[src/include/pps_pkg.sv]
package pps_pkg;

  // ==========================================================
  // states
  typedef enum logic [2:0] {
    ST_OFF, ST_DEEP, ST_PWRUP, ST_RSTDLY, ST_RUN, ST_STBY, ST_SLEEP,
    ST_PWRDN
  } pps_state_e;

  // ==========================================================
  // register map (byte addresses)
  localparam logic [7:0] REG_CTRL = 8'h00;
  localparam logic [7:0] REG_KEEP = 8'h04;
  localparam logic [7:0] REG_STAT = 8'h08;

  // control register fields
  localparam int CTRL_EDGE = 0;
  localparam int CTRL_BTNRST = 1;
  localparam int CTRL_LONGOFF = 2;
  localparam int CTRL_RESTART = 3;
  localparam int CTRL_DEEPREQ = 4;
  localparam int CTRL_STBYINV = 5;
  localparam int CTRL_DBNC = 6;
  localparam int CTRL_RDLY = 8;
  localparam logic [10:0] CTRL_RST = 11'h000;

  // keep register: buck bits [2:0], linear bits [5:3]
  localparam int KEEP_W = 6;
  localparam logic [KEEP_W-1:0] KEEP_RST = 6'h00;

  // status register fields, state in [2:0]
  localparam int STAT_RSTO = 4;
  localparam int STAT_BTN = 5;
  localparam int STAT_REQ = 6;
  localparam int STAT_ARM = 7;

  // synchronised input bit positions
  localparam int NSYNC = 9;
  localparam int I_REQ = 0;
  localparam int I_BTN = 1;
  localparam int I_STBY = 2;
  localparam int I_WDOG = 3;
  localparam int I_THOT = 4;
  localparam int I_TCOOL = 5;
  localparam int I_UVR = 6;
  localparam int I_UVF = 7;
  localparam int I_VIN = 8;

  // ==========================================================
  // timing
  localparam int CLK_HZ = 50_000_000;
  localparam int MS_CYC = CLK_HZ / 1000;
  localparam int MSW = 15;
  localparam logic [MSW-1:0] DEEP_EXIT_MS = 15'd1000;
  localparam int LONG_REQ_S = 4;
  localparam logic [MSW-1:0] LONG_REQ_MS = 15'(LONG_REQ_S * 1000);
  localparam logic [MSW-1:0] RESTART_LOW_MS = 15'd1000;
  localparam logic [MSW-1:0] BTN_HOLD_MS = 15'd4000;
  localparam logic [MSW-1:0] MS_MAX = 15'h7fff;

  // request debounce, ms per select code
  localparam logic [9:0] DBNC_MS0 = 10'd31;
  localparam logic [9:0] DBNC_MS1 = 10'd63;
  localparam logic [9:0] DBNC_MS2 = 10'd125;
  localparam logic [9:0] DBNC_MS3 = 10'd750;

  // reset release delay, ms per select code
  localparam logic [10:0] RDLY_MS0 = 11'd2;
  localparam logic [10:0] RDLY_MS1 = 11'd4;
  localparam logic [10:0] RDLY_MS2 = 11'd8;
  localparam logic [10:0] RDLY_MS3 = 11'd16;
  localparam logic [10:0] RDLY_MS4 = 11'd32;
  localparam logic [10:0] RDLY_MS5 = 11'd128;
  localparam logic [10:0] RDLY_MS6 = 11'd512;
  localparam logic [10:0] RDLY_MS7 = 11'd1024;

endpackage : pps_pkg

[src/rtl/pps_power_fsm.sv]
// Added by the designer: the strobed register port and the register offsets.
`timescale 1ns/1ps

module pps_power_fsm #(
  parameter int CYC_PER_MS = pps_pkg::MS_CYC,
  parameter logic [pps_pkg::MSW-1:0] BTN_HOLD_MS = pps_pkg::BTN_HOLD_MS
) (
  // clock and reset
  input wire logic clk,
  input wire logic rst,
  // register port
  input wire logic [7:0] addr,
  input wire logic [31:0] wr_data,
  input wire logic wr_en,
  input wire logic rd_en,
  output logic [31:0] rd_data,
  // control pins
  input wire logic power_request_in,
  input wire logic push_button_in,
  input wire logic standby_in,
  input wire logic watchdog_fault_in,
  // supply and temperature monitors
  input wire logic thermal_shutdown_in,
  input wire logic thermal_release_in,
  input wire logic sys_above_uv_rise_in,
  input wire logic sys_below_uv_fall_in,
  input wire logic input_supply_in,
  // regulator sequencers
  output logic seq_up_start,
  input wire logic seq_up_done,
  output logic seq_down_start,
  input wire logic seq_down_done,
  // status
  output logic proc_reset_out_n,
  output logic deep_off_active
);

  localparam int MSW = pps_pkg::MSW;

  typedef struct packed {
    pps_pkg::pps_state_e st;
    logic [pps_pkg::NSYNC-1:0] s1;
    logic [pps_pkg::NSYNC-1:0] s2;
    logic dbn_req;
    logic dbn_prev;
    logic vin_prev;
    logic [15:0] div;
    logic tick;
    logic [9:0] dbc;
    logic [MSW-1:0] req_lo;
    logic [MSW-1:0] btn_lo;
    logic [MSW-1:0] st_ms;
    logic [10:0] ctrl;
    logic [pps_pkg::KEEP_W-1:0] keep;
    logic restart_arm;
    logic rst_n;
    logic deep;
    logic up_start;
    logic dn_start;
    logic [31:0] rdata;
  } pps_state_s;

  pps_state_s q_r;
  pps_state_s q_nxt;

  // ==========================================================
  // helpers
  function automatic logic [MSW-1:0] sat_inc(input logic [MSW-1:0] v);
    sat_inc = (v == pps_pkg::MS_MAX) ? v : v + 15'd1;
  endfunction : sat_inc

  function automatic logic [9:0] dbnc_len(input logic [1:0] sel);
    case (sel)
      2'h0: dbnc_len = pps_pkg::DBNC_MS0;
      2'h1: dbnc_len = pps_pkg::DBNC_MS1;
      2'h2: dbnc_len = pps_pkg::DBNC_MS2;
      default: dbnc_len = pps_pkg::DBNC_MS3;
    endcase
  endfunction : dbnc_len

  function automatic logic [10:0] rdly_len(input logic [2:0] sel);
    case (sel)
      3'h0: rdly_len = pps_pkg::RDLY_MS0;
      3'h1: rdly_len = pps_pkg::RDLY_MS1;
      3'h2: rdly_len = pps_pkg::RDLY_MS2;
      3'h3: rdly_len = pps_pkg::RDLY_MS3;
      3'h4: rdly_len = pps_pkg::RDLY_MS4;
      3'h5: rdly_len = pps_pkg::RDLY_MS5;
      3'h6: rdly_len = pps_pkg::RDLY_MS6;
      default: rdly_len = pps_pkg::RDLY_MS7;
    endcase
  endfunction : rdly_len

  // ==========================================================
  // decoded conditions
  logic edge_mode;
  logic any_keep;
  logic stby_req;
  logic req_fall;
  logic req_rise_short;
  logic long_evt;
  logic btn_hold;
  logic vin_rise;
  logic on_ok;
  logic off_evt;
  logic sleep_evt;
  logic turn_on;
  logic deep_go;
  logic deep_exit;
  logic long_off;
  logic [MSW-1:0] rdly_ms;

  always_comb begin
    edge_mode = q_r.ctrl[pps_pkg::CTRL_EDGE];
    any_keep = |q_r.keep;
    stby_req = q_r.s2[pps_pkg::I_STBY] ^ q_r.ctrl[pps_pkg::CTRL_STBYINV];
    req_fall = q_r.dbn_prev & ~q_r.dbn_req;
    // strictly under 4 s; 4 s itself is the long event
    req_rise_short = ~q_r.dbn_prev & q_r.dbn_req
      & (q_r.req_lo < pps_pkg::LONG_REQ_MS);
    // fires once per low period, on the tick the count hits 4 s
    long_evt = q_r.tick & ~q_r.dbn_req
      & (q_r.req_lo == pps_pkg::LONG_REQ_MS);
    btn_hold = q_r.ctrl[pps_pkg::CTRL_BTNRST] & (q_r.btn_lo > BTN_HOLD_MS);
    vin_rise = q_r.s2[pps_pkg::I_VIN] & ~q_r.vin_prev;
    rdly_ms = {4'h0, rdly_len(q_r.ctrl[pps_pkg::CTRL_RDLY +: 3])};

    on_ok = q_r.s2[pps_pkg::I_UVR] & q_r.s2[pps_pkg::I_TCOOL];
    long_off = edge_mode & long_evt & q_r.ctrl[pps_pkg::CTRL_LONGOFF]
      & ~any_keep;
    // read only in on states: watchdog masked until release
    off_evt = q_r.s2[pps_pkg::I_THOT]
      | q_r.s2[pps_pkg::I_UVF]
      | ~q_r.s2[pps_pkg::I_WDOG]
      | btn_hold
      | (~edge_mode & ~q_r.dbn_req & ~any_keep)
      | long_off
      | (edge_mode & long_evt & (q_r.st == pps_pkg::ST_SLEEP));
    sleep_evt = any_keep & ((~edge_mode & ~q_r.dbn_req)
      | (edge_mode & long_evt & q_r.ctrl[pps_pkg::CTRL_LONGOFF]));
    // auto-restart armed only by a long-request turn-off
    turn_on = on_ok & (edge_mode
      ? (req_fall | vin_rise
        | (q_r.restart_arm & q_r.ctrl[pps_pkg::CTRL_RESTART]
           & ~q_r.dbn_req & (q_r.req_lo > pps_pkg::RESTART_LOW_MS)
           & (q_r.st_ms > pps_pkg::RESTART_LOW_MS)))
      : q_r.dbn_req);
    // deep-off only from home, with input supply absent
    deep_go = ~q_r.s2[pps_pkg::I_VIN]
      & ((q_r.ctrl[pps_pkg::CTRL_DEEPREQ] & q_r.s2[pps_pkg::I_BTN])
         | btn_hold);
    // a wake press must begin inside deep-off
    deep_exit = q_r.s2[pps_pkg::I_VIN]
      | (~q_r.s2[pps_pkg::I_BTN] & (q_r.btn_lo > pps_pkg::DEEP_EXIT_MS)
         & (q_r.btn_lo <= q_r.st_ms));
  end

  // ==========================================================
  // next state
  always_comb begin
    q_nxt = q_r;
    q_nxt.up_start = 1'b0;
    q_nxt.dn_start = 1'b0;
    // two-stage input synchroniser
    q_nxt.s1 = {input_supply_in, sys_below_uv_fall_in, sys_above_uv_rise_in,
      thermal_release_in, thermal_shutdown_in, watchdog_fault_in,
      standby_in, push_button_in, power_request_in};
    q_nxt.s2 = q_r.s1;
    q_nxt.vin_prev = q_r.s2[pps_pkg::I_VIN];
    q_nxt.dbn_prev = q_r.dbn_req;

    // millisecond tick
    if (q_r.div == 16'(CYC_PER_MS - 1)) begin
      q_nxt.div = 16'h0000;
      q_nxt.tick = 1'b1;
    end else begin
      q_nxt.div = q_r.div + 16'h0001;
      q_nxt.tick = 1'b0;
    end

    // request debounce
    if (q_r.s2[pps_pkg::I_REQ] == q_r.dbn_req) begin
      q_nxt.dbc = 10'h000;
    end else if (q_r.tick) begin
      if (q_r.dbc + 10'h001 >= dbnc_len(q_r.ctrl[pps_pkg::CTRL_DBNC +: 2]))
      begin
        q_nxt.dbc = 10'h000;
        q_nxt.dbn_req = q_r.s2[pps_pkg::I_REQ];
      end else begin
        q_nxt.dbc = q_r.dbc + 10'h001;
      end
    end

    // low-time and state-time counters
    if (q_r.dbn_req) begin
      q_nxt.req_lo = '0;
    end else if (q_r.tick) begin
      q_nxt.req_lo = sat_inc(q_r.req_lo);
    end
    if (q_r.s2[pps_pkg::I_BTN]) begin
      q_nxt.btn_lo = '0;
    end else if (q_r.tick) begin
      q_nxt.btn_lo = sat_inc(q_r.btn_lo);
    end
    if (q_r.tick) begin
      q_nxt.st_ms = sat_inc(q_r.st_ms);
    end

    // register writes
    if (wr_en && addr == pps_pkg::REG_CTRL) begin
      q_nxt.ctrl = wr_data[10:0];
    end
    if (wr_en && addr == pps_pkg::REG_KEEP) begin
      q_nxt.keep = wr_data[pps_pkg::KEEP_W-1:0];
    end

    // power state machine
    case (q_r.st)
      pps_pkg::ST_OFF: begin
        q_nxt.rst_n = 1'b0;
        if (turn_on) begin
          q_nxt.st = pps_pkg::ST_PWRUP;
          q_nxt.up_start = 1'b1;
          q_nxt.restart_arm = 1'b0;
          q_nxt.st_ms = '0;
        end else if (deep_go) begin
          q_nxt.st = pps_pkg::ST_DEEP;
          q_nxt.st_ms = '0;
          // same-cycle control write wins over the clear
          if (!(wr_en && addr == pps_pkg::REG_CTRL)) begin
            q_nxt.ctrl[pps_pkg::CTRL_DEEPREQ] = 1'b0;
          end
        end
      end
      pps_pkg::ST_DEEP: begin
        q_nxt.rst_n = 1'b0;
        if (deep_exit) begin
          q_nxt.st = pps_pkg::ST_OFF;
          q_nxt.st_ms = '0;
        end
      end
      pps_pkg::ST_PWRUP: begin
        q_nxt.rst_n = 1'b0;
        // delay count starts once power-up is done
        q_nxt.st_ms = '0;
        if (seq_up_done) begin
          q_nxt.st = pps_pkg::ST_RSTDLY;
        end
      end
      pps_pkg::ST_RSTDLY: begin
        if (q_r.st_ms >= rdly_ms) begin
          q_nxt.rst_n = 1'b1;
          q_nxt.st = pps_pkg::ST_RUN;
        end
      end
      pps_pkg::ST_RUN, pps_pkg::ST_STBY, pps_pkg::ST_SLEEP: begin
        // reset drops as power-down starts, not at its end
        if (off_evt) begin
          q_nxt.st = pps_pkg::ST_PWRDN;
          q_nxt.dn_start = 1'b1;
          q_nxt.rst_n = 1'b0;
          q_nxt.restart_arm = long_off;
        end else if (q_r.st == pps_pkg::ST_SLEEP) begin
          // reset stays released across sleep and return
          if (edge_mode ? req_rise_short : q_r.dbn_req) begin
            q_nxt.st = pps_pkg::ST_RUN;
            q_nxt.up_start = 1'b1;
          end
        end else if (sleep_evt) begin
          // power-down starts, no wait for its done
          q_nxt.st = pps_pkg::ST_SLEEP;
          q_nxt.dn_start = 1'b1;
        end else if (q_r.st == pps_pkg::ST_RUN && stby_req) begin
          q_nxt.st = pps_pkg::ST_STBY;
        end else if (q_r.st == pps_pkg::ST_STBY && !stby_req) begin
          q_nxt.st = pps_pkg::ST_RUN;
        end
      end
      pps_pkg::ST_PWRDN: begin
        q_nxt.rst_n = 1'b0;
        if (seq_down_done) begin
          q_nxt.st = pps_pkg::ST_OFF;
          q_nxt.st_ms = '0;
        end
      end
      default: begin
        q_nxt.st = pps_pkg::ST_OFF;
        q_nxt.rst_n = 1'b0;
      end
    endcase
    // registered so the deep-off output comes from a flop
    q_nxt.deep = (q_nxt.st == pps_pkg::ST_DEEP);

    // register reads, data one cycle later
    q_nxt.rdata = 32'h0000_0000;
    if (rd_en) begin
      case (addr)
        pps_pkg::REG_CTRL: q_nxt.rdata = {21'h000000, q_r.ctrl};
        pps_pkg::REG_KEEP: q_nxt.rdata = {26'h0000000, q_r.keep};
        pps_pkg::REG_STAT: begin
          q_nxt.rdata[2:0] = q_r.st;
          q_nxt.rdata[pps_pkg::STAT_RSTO] = q_r.rst_n;
          q_nxt.rdata[pps_pkg::STAT_BTN] = q_r.s2[pps_pkg::I_BTN];
          q_nxt.rdata[pps_pkg::STAT_REQ] = q_r.dbn_req;
          q_nxt.rdata[pps_pkg::STAT_ARM] = q_r.restart_arm;
        end
        default: q_nxt.rdata = 32'h0000_0000;
      endcase
    end
  end

  // ==========================================================
  // state register
  always_ff @(posedge clk or posedge rst) begin
    if (rst) begin
      q_r.st <= pps_pkg::ST_OFF;
      q_r.s1 <= '0;
      q_r.s2 <= '0;
      q_r.dbn_req <= 1'b0;
      q_r.dbn_prev <= 1'b0;
      q_r.vin_prev <= 1'b0;
      q_r.div <= 16'h0000;
      q_r.tick <= 1'b0;
      q_r.dbc <= 10'h000;
      q_r.req_lo <= '0;
      q_r.btn_lo <= '0;
      q_r.st_ms <= '0;
      q_r.ctrl <= pps_pkg::CTRL_RST;
      q_r.keep <= pps_pkg::KEEP_RST;
      q_r.restart_arm <= 1'b0;
      q_r.rst_n <= 1'b0;
      q_r.deep <= 1'b0;
      q_r.up_start <= 1'b0;
      q_r.dn_start <= 1'b0;
      q_r.rdata <= 32'h0000_0000;
    end else begin
      q_r <= q_nxt;
    end
  end

  // ==========================================================
  // outputs
  assign rd_data = q_r.rdata;
  assign proc_reset_out_n = q_r.rst_n;
  assign seq_up_start = q_r.up_start;
  assign seq_down_start = q_r.dn_start;
  assign deep_off_active = q_r.deep;

endmodule : pps_power_fsm

[config.mk]
export PLATFORM = sky130hd
export DESIGN_NAME = pps_power_fsm
export DESIGN_NICKNAME = d
export VERILOG_FILES = /design/src/include/pps_pkg.sv /design/src/rtl/pps_power_fsm.sv
export SDC_FILE = /design/constraint.sdc
export NUM_CORES = 1
export LEC_CHECK = 0
export ABC_AREA = 1
export BUFFER_PORTS_ARGS = -buffer_cell sky130_fd_sc_hd__buf_2
export CELL_PAD_IN_SITES_DETAIL_PLACEMENT = 1
export CELL_PAD_IN_SITES_GLOBAL_PLACEMENT = 2
export CORE_MARGIN = 2
export CORE_UTILIZATION = 30
export DETAILED_ROUTE_END_ITERATION = 7
export GPL_TIMING_DRIVEN = 0
export PLACE_DENSITY = 0.72
export SYNTH_ARGS = -nofsm -noshare
export SYNTH_HDL_FRONTEND = slang
export SYNTH_SLANG_ARGS = --single-unit
[constraint.sdc]
create_clock -name clk -period 3.7 [get_ports clk]
set_input_delay 0.185 -clock clk [delete_from_list [all_inputs] [get_ports clk]]
set_output_delay 0.185 -clock clk [all_outputs]
set_load 0.02 [all_outputs]
==> reports/metrics.csv, run 1 <==
stage;metric;value;unit
run_status;status;finished clean;
setup_path;arrival;3190;ps
pwr;irDropWorstVdd;0.2497;mV
synthesis;avgSynthCellArea;7.633;um^2
finish;final_common_cell;nand2_1;
sta;period_needed;2875;ps
clocking;cts_tree;built;
sta;finalSetupViolations;0;
pwr;power_density;390.4;nW/um^2
min_path;hold_depth;3;
synthesis;synthAdderAreaFrac;0.06192;
min_path;min-delay-path-class;in -> reg;
sta;fmax;347.8;MHz
floorplan;start_util;0.3049;
place;dp_hpwl;16910;um
floorplan;chipWidth;164.0;um
setup_path;cp.required;4010;ps
floorplan;die_h;164.0;um
synthesis;yosysSeqAreaShare;0.4204;
setup_path;ff2ff_path_depth;17;
route;first_iter_violations;304;
grt;grt-ovfl-total;0;
finish;drive_gt1_frac;0.1249;
clocking;clkLatencyLatePin;430;ps
floorplan;core_region_area;25180;um^2
sta;maxSlewHeadroom;0.2677;
sta;hold_viol;0;
place;placed_area;8439;um^2
synthesis;synth_cells;1006;
pwr;p_leak;0.004616;uW
grt;antenna_found_initial;1;
synthesis;ys_types;46;
sta;skew;11.78;ps
synthesis;synth.cell_area;7679;um^2
finish;mostFrequentLayoutCells;223 x nand2_1, 160 x inv_1, 129 x dfrtp_1, 97 x nor2_1, 78 x nand3_1;
finish;fin_util;0.3622;
synthesis;yosysWarnings;0;
synthesis;synth_simple_gate_area_frac;0.2752;
clocking;clockBufferDepth;2;
finish;area_growth;18.77;%
route;ant_nets;0;
finish;final_area;9120;um^2
synthesis;synth_top_family_by_area;simple AND/OR/NAND/NOR gates;
route;via_per_inst;4.629;
grt;grtUsageTotal;0.1735;
clocking;cts.sinks;129;
setup_path;cp-end-kind;flop;
sta;rsz0062_at_grt;no;
route;route.detailed.wl_per_inst;15.10;um
sta;slew_violations;0;
synthesis;synth_xor_area_frac;0.03308;
finish;num_antenna_cells;0;
min_path;worstHoldStart;rd_en;
synthesis;synthMuxAreaShare;0;
floorplan;rows;58;
min_path;hold_end;rd_data[2];
sta;setup_ws;825.1;ps
setup_path;critPathMaxFanout;6;
grt;grt_max_degree;91;
clocking;cts_buffers;17;
finish;nets;1202;
grt;grt_pass1_wl;36160;um
clocking;clk_pin_slew;60;ps
place;place_ws;809.6;ps
clocking;root_buffer;clkbuf_16;
clocking;postCtsSetupRepairBufs;0;
setup_path;critical_path_class;reg -> reg;
sta;setup_tns;0;ps
route;drt_pass1_iterations;4;
synthesis;synth_top_cell_by_area;dfrtp_1;
sta;period_share;0.7770;
floorplan;ios;91;
synthesis;synth_top_cell_area_share;0.4204;
flow_run;maxCapViolCount;0;
route;vias;6717;
sta;worst_slew_pin_slew;1088;ps
setup_path;cp-start-kind;flop;
floorplan;die_area;26890;um^2
place;portBuffers;48;
setup_path;r2r-start;q_r[101];
route;drc;0;
grt;grt_pass1_vias;6942;
synthesis;ys_seq_elements;129;
route;totalWireLength;21910;um
clocking;h-tree-depth;4;
synthesis;synth_compound_area_frac;0.08978;
setup_path;r2r_slack;830;ps
synthesis;synth_top_cells_by_area;dfrtp_1 42%, nand2_1 11%, inv_1 7.9%, ha_1 6.2%, nand3_1 5.1%;
setup_path;r2r_end;q_nxt[127];
place;place_congestion;0.7555;
layer usage:
layer  share of wire  vias to the layer above  routed length [um]  GRT usage
met4          0.0087                        0                 190    0.03708
met1            0.50                     3245               10980     0.2373
met2            0.47                       70               10280     0.2876
met3           0.021                       11                 456    0.03056
met5               0                        -                   0          0
li1                -                     3391                   -          -
Yosys cell counts, drive strengths merged:
cell type / instances
a21boi: 1
a21oi: 36
a221oi: 1
a22oi: 2
a31oi: 1
and2: 1
and3: 1
buf: 38
clkbuf: 4
clkinv: 1
conb: 1
dfrtp: 129
ha: 38
inv: 164
nand2: 226
nand3: 81
nand3b: 2
nand4: 19
nor2: 100
nor3: 33
nor3b: 3
nor4: 11
o211ai: 1
o21a: 2
o21ai: 64
o21bai: 2
o22ai: 5
o31ai: 8
or2: 2
xnor2: 3
xor2: 26
area by class of cell:
class	count	area, um^2
well taps	330	412.9
clock inverters	13	101.3
plain buffers	42	292.8
fillers	3081	16060
flip-flops and latches	129	3228
repair buffers	64	417.9
multi-input cells	690	3611
clock buffers	18	429.2
inverters	165	626.9
state kept, by name, summed over array words and instances (netlist names):
| register | count |
|---|---|
| deep_off_active | 1 |
| edge_mode | 1 |
| proc_reset_out_n | 1 |
| q_nxt | 11 |
| q_r | 102 |
| rd_data | 11 |
| seq_down_start | 1 |
| seq_up_start | 1 |
critical path, cell delays in order (launching register included):
cell and delay [ps]:
dfrtp_1 430, inv_1 80, nor4_1 530, nand2_1 130, xor2_1 190, inv_1 60
ha_1 290, nand2_1 60, inv_1 40, nand3_1 60, o21ai_0 220, nand3_1 100
nand3_1 90, nand2_1 70, nand2_1 210, nand2_1 80, nand2_1 70, nand2_1 50
worst max path at each step:
| stage | startpoint | endpoint | slack, ps |
|---|---|---|---|
| after floorplan | rst | deep_off_active | 70 |
| after global placement | rst | q_r[54] | -1820 |
| after detailed placement | q_r[101] | q_nxt[127] | 810 |
| after CTS | q_r[101] | q_nxt[127] | 790 |
| after global routing | q_r[101] | q_nxt[127] | 440 |
| final | q_r[101] | q_nxt[127] | 830 |
where the power goes:
group / switching, uW / internal [uW] / leakage [uW]
Clock: 705 / 863 / 0.000250
Combinational: 324 / 159 / 0.00265
Sequential: 50.6 / 1460 / 0.00172
Total: 1080 / 2480 / 0.00462
cell families after synthesis:
logic type	Yosys count
adders and majority gates	38
xor gates and xnor gates	29
buffers and inverters	207
and+or+nand+nor	479
DFF	129
other	1
AOI/OAI and AO/OA	123
metrics by stage:
| step | hold slack, ps | std cells | total power, uW |
|---|---|---|---|
| 2_1_floorplan | 216.4 | 1026 | 1840 |
| 3_3_place_gp | 293.1 | 1404 | 2007 |
| 3_5_place_dp | 221.3 | 1405 | 2012 |
| 4_1_cts | 3.189 | 1451 | 3621 |
| 5_1_grt | 34.92 | 1451 | 3745 |
| 6_report | 26.75 | 1451 | 3560 |
what timing repair did:
action,CTS,global route
hold endpoints to repair,53,0
hold buffers,15,0
resized for setup,0,0
(Power assumes the default switching activity.)
==> run 2: changes to the inputs <==
- clock period: 3.7 -> 2.6 ns (I/O delays scaled with it)
==> run 2 against run 1 <==
Clock skew decreased by 1.9 ps; core utilization increased by 1.1 points; first-iteration DRC count decreased by 2.6%; global-route usage increased by 0.52 points; combinational power increased by 46%; sequential share of layout area decreased by 1.0 points; clock power increased by 50%; critical path type unchanged; largest power group unchanged.
==> reports/metrics.csv, run 2 (synthesized netlist as in run 1, its figures left out) <==
stage;metric;value;unit;change
pwr;power_density;553.5;nW/um^2;was 390.4 nW/um^2
sta;period_needed;2405;ps;was 2875 ps
setup_path;critPathMaxFanout;6;;unchanged
clocking;clkLatencyLatePin;430;ps;about the same
flow_run;maxCapViolCount;0;;unchanged
finish;nets;1218;;was 1202
clocking;root_buffer;clkbuf_16;;unchanged
finish;num_antenna_cells;0;;unchanged
pwr;power.total;5204;uW;was 3560 uW
sta;maxSlewHeadroom;0.3128;;was 0.2677
floorplan;rows;58;;unchanged
floorplan;die_h;164.0;um;unchanged
sta;hold_viol;0;;unchanged
grt;grt_max_degree;37;;was 91
clocking;cts_buffers;17;;unchanged
route;vias;6822;;was 6717
setup_path;critical_path_class;reg -> reg;;unchanged
clocking;clockBufferDepth;2;;unchanged
route;first_iter_violations;296;;was 304
grt;antenna_found_initial;0;;was 1
run_status;status;finished clean;;unchanged
route;ant_nets;0;;unchanged
finish;drive_gt1_frac;0.1459;;was 0.1249
finish;mostFrequentLayoutCells;221 x nand2_1, 157 x inv_1, 127 x dfrtp_1, 96 x nor2_1, 76 x nand3_1;;was 223 x nand2_1, 160 x inv_1, 129 x dfrtp_1, 97 x nor2_1, 78 x nand3_1
route;totalWireLength;22460;um;was 21910 um
grt;grtUsageTotal;0.1787;;was 0.1735
sta;fmax;415.8;MHz;was 347.8 MHz
finish;seq_area;3231;um^2;was 3228 um^2
route;drt_pass1_iterations;4;;unchanged
finish;max_flop_register;q_r;;unchanged
sta;period_share;0.9250;;was 0.7770
floorplan;core_region_area;25180;um^2;unchanged
place;place_congestion;0.7777;;was 0.7555
clocking;clk_pin_slew;70;ps;was 60 ps
finish;final_area;9402;um^2;was 9120 um^2
sta;setup_ws;195.1;ps;was 825.1 ps
floorplan;ios;91;;unchanged
grt;grt-ovfl-total;0;;unchanged
place;place_ws;-307.8;ps;was 809.6 ps
sta;worst_slew_pin_slew;1021;ps;was 1088 ps
setup_path;cp-start-kind;flop;;unchanged
finish;final_cells;1468;;was 1451
pwr;irDropWorstVdd;0.3344;mV;was 0.2497 mV
finish;fillCellCount;3072;;was 3081
pwr;p_leak;0.004739;uW;was 0.004616 uW
min_path;min-delay-path-class;in -> reg;;unchanged
route;route.detailed.wl_per_inst;15.30;um;was 15.10 um
finish;final_common_cell;nand2_1;;unchanged
sta;whs;42.88;ps;was 26.75 ps
setup_path;cp.required;2930;ps;was 4010 ps
grt;grt_pass1_vias;7111;;was 6942
sta;finalSetupViolations;0;;unchanged
setup_path;arrival;2730;ps;was 3190 ps
grt;grt_pass1_wl;37320;um;was 36160 um
finish;multiInputGateArea;3692;um^2;was 3611 um^2
finish;largest_register_ffs;102;;unchanged
clocking;h-tree-depth;4;;unchanged
clocking;cts.sinks;129;;unchanged
place;dp_hpwl;17430;um;was 16910 um
sta;skew;9.850;ps;was 11.78 ps
floorplan;chipWidth;164.0;um;unchanged
finish;area_growth;22.44;%;was 18.77%
floorplan;die_area;26890;um^2;unchanged
sta;slew_violations;0;;unchanged
place;place_inst;1408;;was 1405
route;via_per_inst;4.647;;was 4.629
place;placed_area;8491;um^2;was 8439 um^2
setup_path;cp-end-kind;flop;;unchanged
clocking;cts_tree;built;;unchanged
route;drc;0;;unchanged
place;portBuffers;48;;unchanged
floorplan;start_util;0.3049;;unchanged
[run 2: cell types whose count changed in the layout (fill, tap and decap cells not counted), sizes merged]
cell         change
clkbuf           -1
buf              +9
dlygate4sd3      +7
inv              +3
clkinv           -1
[run 2: cell type report]
cell class              count  area share
clock inverters            15     0.01451
clock buffers              17     0.04525
flip-flops and latches    129      0.3436
repair buffers             80     0.06228
inverters                 165     0.06654
multi-input cells         690      0.3927
plain buffers              42     0.03114
well taps                 330     0.04392
[run 2: routing by layer]
metal,up-vias,GRT usage,wire length [um]
li1,3424,-,-
met1,3310,0.2440,11080
met2,72,0.2947,10700
met3,16,0.03258,476
met4,0,0.04067,210
met5,-,0,0
[run 2: path summary, 6_finish.rpt]
check | depth (start not counted) | slack (ps) | from | end
min in group asynchronous | 3 | 240 | rst | q_r[95]
worst max register to register | 17 | 200 | q_r[100] | q_nxt[127]
worst max-delay path | 17 | 200 | q_r[100] | q_nxt[127]
worst min register to register | 0 | 350 | q_nxt[133] | q_r[133]
max in group asynchronous | 5 | 1600 | rst | q_r[101]
worst min-delay path | 4 | 40 | wr_en | q_r[41]
[run 2: worst max-delay path, cell delays in order (launching register included)]
cell and delay (ps):
dfrtp_1 390, inv_2 70, nor4_4 340, nand2_1 140, xor2_2 170, inv_2 70, ha_4 260, nand2_1 50
inv_1 50, nand3_1 90, o21ai_2 160, nand3_1 100, nand3_2 100, nand2_4 70, nand2_4 100, nand2_1 60
nand2_1 80, nand2_1 50
[run 2: stage by stage]
stage            util  TNS [ps]
2_1_floorplan       -         0
3_3_place_gp   0.3340    -25270
3_5_place_dp   0.3372     -2623
4_1_cts        0.3691         0
5_1_grt        0.3733    -19.02
6_report       0.3733         0
[run 2: report_power, final]
group | switching [uW] | total [uW] | internal (uW) | leakage [uW]
combinational | 461 | 706 | 245 | 0.00275
sequential | 71.8 | 2150 | 2070 | 0.00171
clock | 1090 | 2350 | 1260 | 0.000271
[run 2: what timing repair did]
| item | 4_1_cts | 5_1_grt |
|---|---|---|
| pin swaps | 0 | 5 |
| endpoints found under the setup margin | 11 | 12 |
| endpoints found under the hold margin | 42 | 0 |
| buffers inserted | 0 | 6 |
| hold buffers | 22 | 0 |
| resized for setup | 5 | 21 |
